`src/include/rws_regs.svh`:
```
// Register offsets, field positions, reset values and fetch constants for
// the rotated main-window address block.
// Assumes a 20 MHz display clock and a dword-wide display buffer.
//
// Overview of operation
// - Bits 17-16 of the display configuration register pick 0, 90, 180 or 270 degree rotation.
// - The start register holds a dword address into the display buffer, zero being its first word.
// - Bits 9-0 of the line register give the dwords in one image line.
// - A line wider than the panel is accepted and only the panel-sized part is shown.
// - Rotation works at 1, 2, 4, 8 and 16 bits per pixel.
`ifndef RWS_REGS_SVH
`define RWS_REGS_SVH
`define RWS_OFS_CONFIG 8'h10
`define RWS_OFS_START 8'h40
`define RWS_OFS_LINE 8'h44
`define RWS_OFS_STATUS 8'h48
`define RWS_OFS_PANEL 8'h4C
`define RWS_OFS_CONTROL 8'h50
`define RWS_CFG_ROT_HI 17
`define RWS_CFG_ROT_LO 16
`define RWS_CFG_BPP_HI 4
`define RWS_CFG_BPP_LO 0
`define RWS_CFG_MASK 32'h03FB001F
`define RWS_LINE_HI 9
`define RWS_START_W 17
`define RWS_CONFIG_RESET 32'h00000000
`define RWS_START_RESET 17'h00000
`define RWS_LINE_RESET 10'h000
`define RWS_PANEL_RESET 32'h00000000
`endif

```
`src/include/rws_pkg.sv`:
```
// Types shared by the rotated main-window address block.
// Assumes rws_regs.svh is included by the modules that use widths.
package rws_pkg;
   typedef enum logic [1:0] {
      rws_rot_0_type_val = 2'h0,
      rws_rot_90_type_val = 2'h1,
      rws_rot_180_type_val = 2'h2,
      rws_rot_270_type_val = 2'h3
   } rws_rot_type;
   typedef enum logic [2:0] {
      RWS_IDLE = 3'h1,
      RWS_FETCH = 3'h2,
      RWS_DONE = 3'h4
   } rws_state_type;
endpackage : rws_pkg

```
`src/include/rws_fetch_if.sv`:
```
// Carrier between the register file and the fetch address walker.
// Assumes both ends share clk and nrst.
`timescale 1ns/1ps
interface rws_fetch_if;
   logic [1:0] rotation;
   logic [16:0] start_dword;
   logic [9:0] line_dwords;
   logic [9:0] cols;
   logic [9:0] rows;
   logic go;
   logic busy;
   logic addr_valid;
   logic [16:0] addr;
   logic frame_done;
   modport ctrl (output rotation, start_dword, line_dwords, cols, rows, go,
      input busy, addr_valid, addr, frame_done);
   modport walk (input rotation, start_dword, line_dwords, cols, rows, go,
      output busy, addr_valid, addr, frame_done);
endinterface : rws_fetch_if

```
`src/hw/rws_walker.sv`:
```
// Frame fetch address walker: emits one dword address per cycle.
// Assumes settings stay still while busy; cols is a nonzero dword count and rows a nonzero line count.
`timescale 1ns/1ps
module rws_walker
(
   input wire logic clk,
   input wire logic nrst,
   rws_fetch_if.walk f
);
   import rws_pkg::*;
   rws_state_type state;
   logic [16:0] line_base;
   logic [9:0] col;
   logic [9:0] row;
   logic last_col;
   logic last_row;

   // Position counters hit their ends
   assign last_col = (col == f.cols - 10'h001);
   assign last_row = (row == f.rows - 10'h001);
   assign f.busy = (state == RWS_FETCH);
   assign f.addr_valid = (state == RWS_FETCH);

   // Step within a line: forward at 0/270, backward at 90/180 (start is the last dword)
   function automatic logic [16:0] step_in(input logic [1:0] rot, input logic [16:0] a);
      step_in = (rot == 2'h1 || rot == 2'h2) ? a - 17'h00001 : a + 17'h00001;
   endfunction : step_in

   // Step between lines: down at 0/90, up at 180/270
   function automatic logic [16:0] step_line(input logic [1:0] rot, input logic [16:0] a,
      input logic [9:0] ofs);
      step_line = (rot[1]) ? a - {7'h00, ofs} : a + {7'h00, ofs};
   endfunction : step_line

   always_ff @(posedge clk or negedge nrst)
   begin
      if (!nrst)
      begin
         state <= RWS_IDLE;
         line_base <= 17'h00000;
         f.addr <= 17'h00000;
         col <= 10'h000;
         row <= 10'h000;
      end
      else
      begin
         case (state)
            RWS_IDLE:
            begin
               if (f.go)
               begin
                  state <= RWS_FETCH;
                  line_base <= f.start_dword;
                  f.addr <= f.start_dword;
                  col <= 10'h000;
                  row <= 10'h000;
               end
            end
            RWS_FETCH:
            begin
               if (last_col)
               begin
                  col <= 10'h000;
                  if (last_row)
                  begin
                     state <= RWS_DONE;
                  end
                  else
                  begin
                     row <= row + 10'h001;
                     line_base <= step_line(f.rotation, line_base, f.line_dwords);
                     f.addr <= step_line(f.rotation, line_base, f.line_dwords);
                  end
               end
               else
               begin
                  col <= col + 10'h001;
                  f.addr <= step_in(f.rotation, f.addr);
               end
            end
            RWS_DONE: state <= RWS_IDLE;
            default: state <= RWS_IDLE;
         endcase
      end
   end

   assign f.frame_done = (state == RWS_DONE);
endmodule : rws_walker

```
`src/hw/rws_top.sv`:
```
// Main-window rotation registers and frame fetch address generator.
// Assumes a plain register port on clk; reads return data one cycle later.
`timescale 1ns/1ps
`include "rws_regs.svh"
module rws_top
(
   input wire logic clk,
   input wire logic nrst,
   input wire logic [7:0] reg_addr,
   input wire logic [31:0] reg_wdata,
   input wire logic reg_wr,
   input wire logic reg_rd,
   output logic [31:0] reg_rdata,
   input wire logic frame_start,
   output logic fetch_valid,
   output logic [16:0] fetch_addr,
   output logic fetch_busy,
   output logic [1:0] rotation_select,
   output logic overlay_window_enable,
   output logic software_colour_invert
);
   import rws_pkg::*;
   logic [31:0] display_configuration;
   logic [16:0] main_image_start_dword;
   logic [9:0] main_image_line_dwords;
   logic [31:0] panel_size;
   logic [9:0] frame_count;
   logic frame_start_s1;
   logic frame_start_s2;
   logic frame_start_d;
   logic [4:0] bpp;
   logic [9:0] width_dw;
   logic [9:0] height_dw;
   rws_fetch_if fi ();

   // Dwords covering a pixel count at the current depth
   function automatic logic [9:0] px_to_dw(input logic [9:0] px, input logic [4:0] depth);
      logic [9:0] r;
      r = 10'h000;
      case (depth)
         5'h01: r = 10'(({5'h00, px} + 15'h001F) >> 5);
         5'h02: r = 10'(({5'h00, px} + 15'h000F) >> 4);
         5'h04: r = 10'(({5'h00, px} + 15'h0007) >> 3);
         5'h08: r = 10'(({5'h00, px} + 15'h0003) >> 2);
         default: r = 10'(({5'h00, px} + 15'h0001) >> 1);
      endcase
      px_to_dw = (r == 10'h000) ? 10'h001 : r;
   endfunction : px_to_dw

   // Register writes; reserved bits are dropped
   always_ff @(posedge clk or negedge nrst)
   begin
      if (!nrst)
      begin
         display_configuration <= `RWS_CONFIG_RESET;
         main_image_start_dword <= `RWS_START_RESET;
         main_image_line_dwords <= `RWS_LINE_RESET;
         panel_size <= `RWS_PANEL_RESET;
      end
      else if (reg_wr)
      begin
         case (reg_addr)
            `RWS_OFS_CONFIG: display_configuration <= reg_wdata & `RWS_CFG_MASK;
            `RWS_OFS_START: main_image_start_dword <= reg_wdata[`RWS_START_W-1:0];
            `RWS_OFS_LINE: main_image_line_dwords <= reg_wdata[`RWS_LINE_HI:0];
            `RWS_OFS_PANEL: panel_size <= reg_wdata & 32'h03FF03FF;
            default: ;
         endcase
      end
   end

   always_ff @(posedge clk or negedge nrst)
   begin
      if (!nrst)
      begin
         reg_rdata <= 32'h00000000;
      end
      else if (reg_rd)
      begin
         case (reg_addr)
            `RWS_OFS_CONFIG: reg_rdata <= display_configuration;
            `RWS_OFS_START: reg_rdata <= {15'h0000, main_image_start_dword};
            `RWS_OFS_LINE: reg_rdata <= {22'h000000, main_image_line_dwords};
            `RWS_OFS_STATUS: reg_rdata <= {21'h000000, fi.busy, frame_count};
            `RWS_OFS_PANEL: reg_rdata <= panel_size;
            default: reg_rdata <= 32'h00000000;
         endcase
      end
      else
      begin
         reg_rdata <= 32'h00000000;
      end
   end

   // Frame strobe from the panel timing pin, synchronised then edge-detected
   always_ff @(posedge clk or negedge nrst)
   begin
      if (!nrst)
      begin
         frame_start_s1 <= 1'b0;
         frame_start_s2 <= 1'b0;
         frame_start_d <= 1'b0;
      end
      else
      begin
         frame_start_s1 <= frame_start;
         frame_start_s2 <= frame_start_s1;
         frame_start_d <= frame_start_s2;
      end
   end

   // Completed frame counter for software
   always_ff @(posedge clk or negedge nrst)
   begin
      if (!nrst)
      begin
         frame_count <= 10'h000;
      end
      else if (fi.frame_done)
      begin
         frame_count <= frame_count + 10'h001;
      end
   end

   assign bpp = display_configuration[`RWS_CFG_BPP_HI:`RWS_CFG_BPP_LO];
   assign rotation_select = display_configuration[`RWS_CFG_ROT_HI:`RWS_CFG_ROT_LO];
   assign overlay_window_enable = display_configuration[19];
   assign software_colour_invert = display_configuration[20];
   assign width_dw = px_to_dw(panel_size[9:0], bpp);
   assign height_dw = px_to_dw(panel_size[25:16], bpp);

   // visible dwords only, extra line width skipped
   assign fi.cols = rotation_select[0] ? height_dw : width_dw;
   assign fi.rows = rotation_select[0] ? panel_size[9:0] : panel_size[25:16];
   assign fi.rotation = rotation_select;
   assign fi.start_dword = main_image_start_dword;
   assign fi.line_dwords = main_image_line_dwords;
   assign fi.go = frame_start_s2 & ~frame_start_d & (fi.rows != 10'h000);

   rws_walker u_walker
   (
      .clk(clk),
      .nrst(nrst),
      .f(fi)
   );

   assign fetch_valid = fi.addr_valid;
   assign fetch_addr = fi.addr;
   assign fetch_busy = fi.busy;
endmodule : rws_top

```
`config.mk`:
```
export PLATFORM = sky130hd
export DESIGN_NAME = rws_top
export DESIGN_NICKNAME = d
export VERILOG_FILES = /design/src/include/rws_pkg.sv /design/src/include/rws_fetch_if.sv /design/src/hw/rws_walker.sv /design/src/hw/rws_top.sv
export VERILOG_INCLUDE_DIRS = /design/src /design/src/include
export SDC_FILE = /design/constraint.sdc
export NUM_CORES = 1
export LEC_CHECK = 0
export ABC_CLOCK_PERIOD_IN_PS = 12700
export CELL_PAD_IN_SITES_DETAIL_PLACEMENT = 0
export CELL_PAD_IN_SITES_GLOBAL_PLACEMENT = 1
export CORE_MARGIN = 2
export CORE_UTILIZATION = 47
export DETAILED_ROUTE_END_ITERATION = 16
export DONT_BUFFER_PORTS = 1
export HOLD_SLACK_MARGIN = 0.05
export PLACE_DENSITY = 0.81
export REMOVE_ABC_BUFFERS = 1
export SLEW_MARGIN = 0
export SYNTH_ARGS = -nofsm -noshare
export SYNTH_HDL_FRONTEND = slang
export SYNTH_SLANG_ARGS = --single-unit
```
`constraint.sdc`:
```
create_clock -name clk -period 12.7 [get_ports clk]
set_clock_uncertainty 0.1 [all_clocks]
set_input_delay 0 -clock clk [delete_from_list [all_inputs] [get_ports clk]]
set_output_delay 0 -clock clk [all_outputs]
set_load 0.03 [all_outputs]
```
==> impl_metrics.tcl <==
set metrics [dict create \
    yosys_warnings 0 \
    max-slew-margin-rel_pct 23.2 \
    drive_above_1_share_pct 11.1 \
    area_growth_pct 9.84 \
    synth_area_um2 11400 \
    cts.sinks 157 \
    grt_pass1_wl_um 52400 \
    start_kind "flip-flop" \
    cts_buffer_depth 2 \
    setup_viol 0 \
    p_leak_nw 5.40 \
    cts_max_level 4 \
    clkSlewWorstSetupHoldPaths_ns 0.07 \
    ys_types 89 \
    start_util_pct 47.5 \
    period_share_pct 53.6 \
    multi_input_area_um2 6990 \
    hpwl_um 22400 \
    synth_seq_cells 157 \
    max_stage_delay_ns 0.66 \
    fillers 2274 \
    postLayoutCoreUtil_pct 52.1 \
    root_buffer "clkbuf_16" \
    synth-edff-count 0 \
    crit_required_ns 12.93 \
    port_buffers 0 \
    routabilityCongestion 0.930 \
    wl_per_cell_um 20.2 \
    dr_total_vias 9718 \
    crit_path_frequent_cell "buf_4" \
    first_iter_violations 642 \
    antenna_left 0 \
    die_area_um2 25600 \
    synth_top_area_share_pct 34.1 \
    worst-path-max-fanout 24 \
    period_needed_ns 6.80 \
    whs_ns 0.0131 \
    vias_per_cell 6.04 \
    worstSkewPairLatency_ns 0.44 \
    drc_errors 0 \
    syn_area_per_cell_um2 8.88 \
    fp.dieH_um 160 \
    hold_path_class "in -> async" \
    final_area_um2 12600 \
    max-cap-violations 0 \
    die_width_um 160 \
    total_power_mw 1.56 \
    status "completed" \
    p_per_area_nw_per_um2 124 \
    final_cell_mix "dfrtp_1 (155), nand2_1 (102), nor2_1 (95), o21ai_0 (94), xnor2_1 (78)" \
    hold_viol 0 \
    num_rows 57 \
    synth_top_cell_by_area "dfrtp_1" \
    overflow 0 \
    crit_path_end_kind "flip-flop" \
    core-area_um2 24100 \
    final_common_cell "dfrtp_1" \
    num_io_pins 100 \
    synth-async-reset-ratio_pct 100 \
    register_area_um2 3930 \
    synth_ff_type "dfrtp_1" \
    yosys-top-cells-area "dfrtp_1 (34%), mux2_2 (7.0%), xnor2_1 (6.0%), ha_1 (4.5%), o21ai_0 (4.2%)" \
    drt_pre_antenna_iters 5 \
    syn_inst 1289 \
    cp_cell_sequence "or4b_4, o311a_4, nor2_1, o22ai_1, or4_1, nor4b_1, a21oi_1, or2_2, ha_1, xnor2_1, a211oi_1, o221ai_1, a211oi_2, and3_1, buf_4, a31o_1, buf_4, inv_2, mux2_2" \
    grtUsageTotal_pct 25.7 \
    antenna_found_initial 2 \
    grt_pass1_vias 9667 \
    peakVddDrop_v 0.0000662 \
    worstMarginPinSlew_ns 1.15 \
    slew_viol_final 0 \
    slowest_stage "nor2_1" \
    max_freq_ghz 0.147 \
    placedInstanceArea_um2 11500 \
    yosysSeqAreaShare_pct 34.3 \
    cts_tree "yes" \
    cts_made_buffers 17 \
    arrival_ns 7.03 \
    routed_wl_um 32500 \
    grt_setup_unrepaired "false" \
    worstSetupPathType "reg -> reg" \
    grt_max_degree 158 \
    cts_resized 0 \
    setup-tns-final_ns 0 \
    nets 1360 \
]
[stage by stage]
step	worst slack, ns	cells
floorplan	6.69	1201
global placement	6.02	1534
detailed placement	5.97	1534
CTS	5.93	1608
global route	5.49	1610
finish	5.90	1610
[final cells by class]
cell class | count | area share (%)
Antenna cell | 2 | 0.0398
Clock buffer | 18 | 3.49
Clock inverter | 13 | 1.22
Inverter | 34 | 1.02
Multi-Input combinational cell | 1010 | 55.6
Sequential cell | 157 | 31.3
Tap cell | 324 | 3.22
Timing Repair Buffer | 52 | 4.10
[cells by family after synthesis]
kind of cell / count (synthesis) / synth area share (%)
adders and majority gates: 43 / 4.83
AOI/OAI and AO/OA: 304 / 17.6
muxes: 105 / 10.0
xor gates and xnor gates: 122 / 9.34
DFF: 157 / 34.3
and+or+nand+nor: 430 / 19.1
other: 1 / 0.0328
buffers and inverters: 127 / 4.77
[worst max-delay path: cells and delay by family, from the launching register on]
family	cells	cell delay (ns)
AOI/OAI and AO/OA	7	1.77
muxes	1	0.33
buffers and inverters	3	0.87
adders and majority gates	1	0.34
xor gates and xnor gates	1	0.14
DFF	1	0.47
and+or+nand+nor	6	2.64
[Yosys cell counts (all sizes together), types with 5 or more instances]
| cell type | count |
|---|---|
| nor2 | 97 |
| or4 | 8 |
| a31oi | 11 |
| o21ai | 96 |
| o22ai | 13 |
| nor3b | 8 |
| nand3b | 7 |
| nand4 | 19 |
| a21o | 14 |
| nand2b | 8 |
| or2 | 12 |
| dfrtp | 156 |
| a22oi | 19 |
| nor3 | 50 |
| mux2i | 33 |
| xor2 | 44 |
| buf | 30 |
| and2 | 10 |
| or3 | 14 |
| clkbuf | 63 |
| mux2 | 72 |
| nand2 | 102 |
| ha | 41 |
| nand3 | 47 |
| a21oi | 53 |
| o31ai | 10 |
| xnor2 | 78 |
| o21a | 10 |
| a21boi | 5 |
| nor2b | 8 |
| o211ai | 8 |
| nor4 | 11 |
| o21bai | 8 |
| and3 | 10 |
| a222oi | 7 |
| inv | 34 |
[per-layer routing]
metal	vias up	part of all wire, %	global-route usage (%)
met2	283	48	43.0
li1	4626	-	-
met5	-	0	0
met1	4735	44	32.9
met4	0	3.4	10.9
met3	74	4.9	4.57
[final timing paths]
kind / from / endpoint / slack, ns / depth (start not counted)
worst min-delay path: nrst / display_configuration[20]$_DFFE_PN0P_ / 0.01 / 2
max in group asynchronous: nrst / panel_size[2]$_DFFE_PN0P_ / 11.67 / 2
worst max register to register: display_configuration[0]$_DFFE_PN0P_ / u_walker.f.addr[1]$_DFFE_PN0P_ / 5.90 / 19
worst min register to register: frame_start_s1$_DFF_PN0_ / frame_start_s2$_DFF_PN0_ / 0.25 / 0
worst max-delay path: display_configuration[0]$_DFFE_PN0P_ / u_walker.f.addr[1]$_DFFE_PN0P_ / 5.90 / 19
min in group clk: reg_addr[4] / reg_rdata[9]$_DFF_PN0_ / 0.07 / 3
[power by group]
part / internal, mW / switching, mW / leakage (nW)
registers: 0.542 / 0.0926 / 2.13
clock network: 0.299 / 0.229 / 0.284
logic: 0.171 / 0.226 / 2.99
total: 1.01 / 0.549 / 5.40
[flip-flops by register name, indices dropped and copies added (netlist names), 3 cells and up]
| register | flops |
|---|---|
| u_walker.line_base | 17 |
| display_configuration | 14 |
| fi.line_dwords | 10 |
| u_walker.state | 3 |
| u_walker.f.addr | 17 |
| panel_size | 20 |
| u_walker.col | 10 |
| fi.start_dword | 17 |
| frame_count | 10 |
| reg_rdata | 26 |
| u_walker.row | 10 |
[repair_timing]
action	4_1_cts	5_1_grt
setup buffers	0	0
endpoints found under the setup margin	0	0
hold endpoints to repair	245	0
hold buffers	43	0
(Power assumes the default switching activity.)
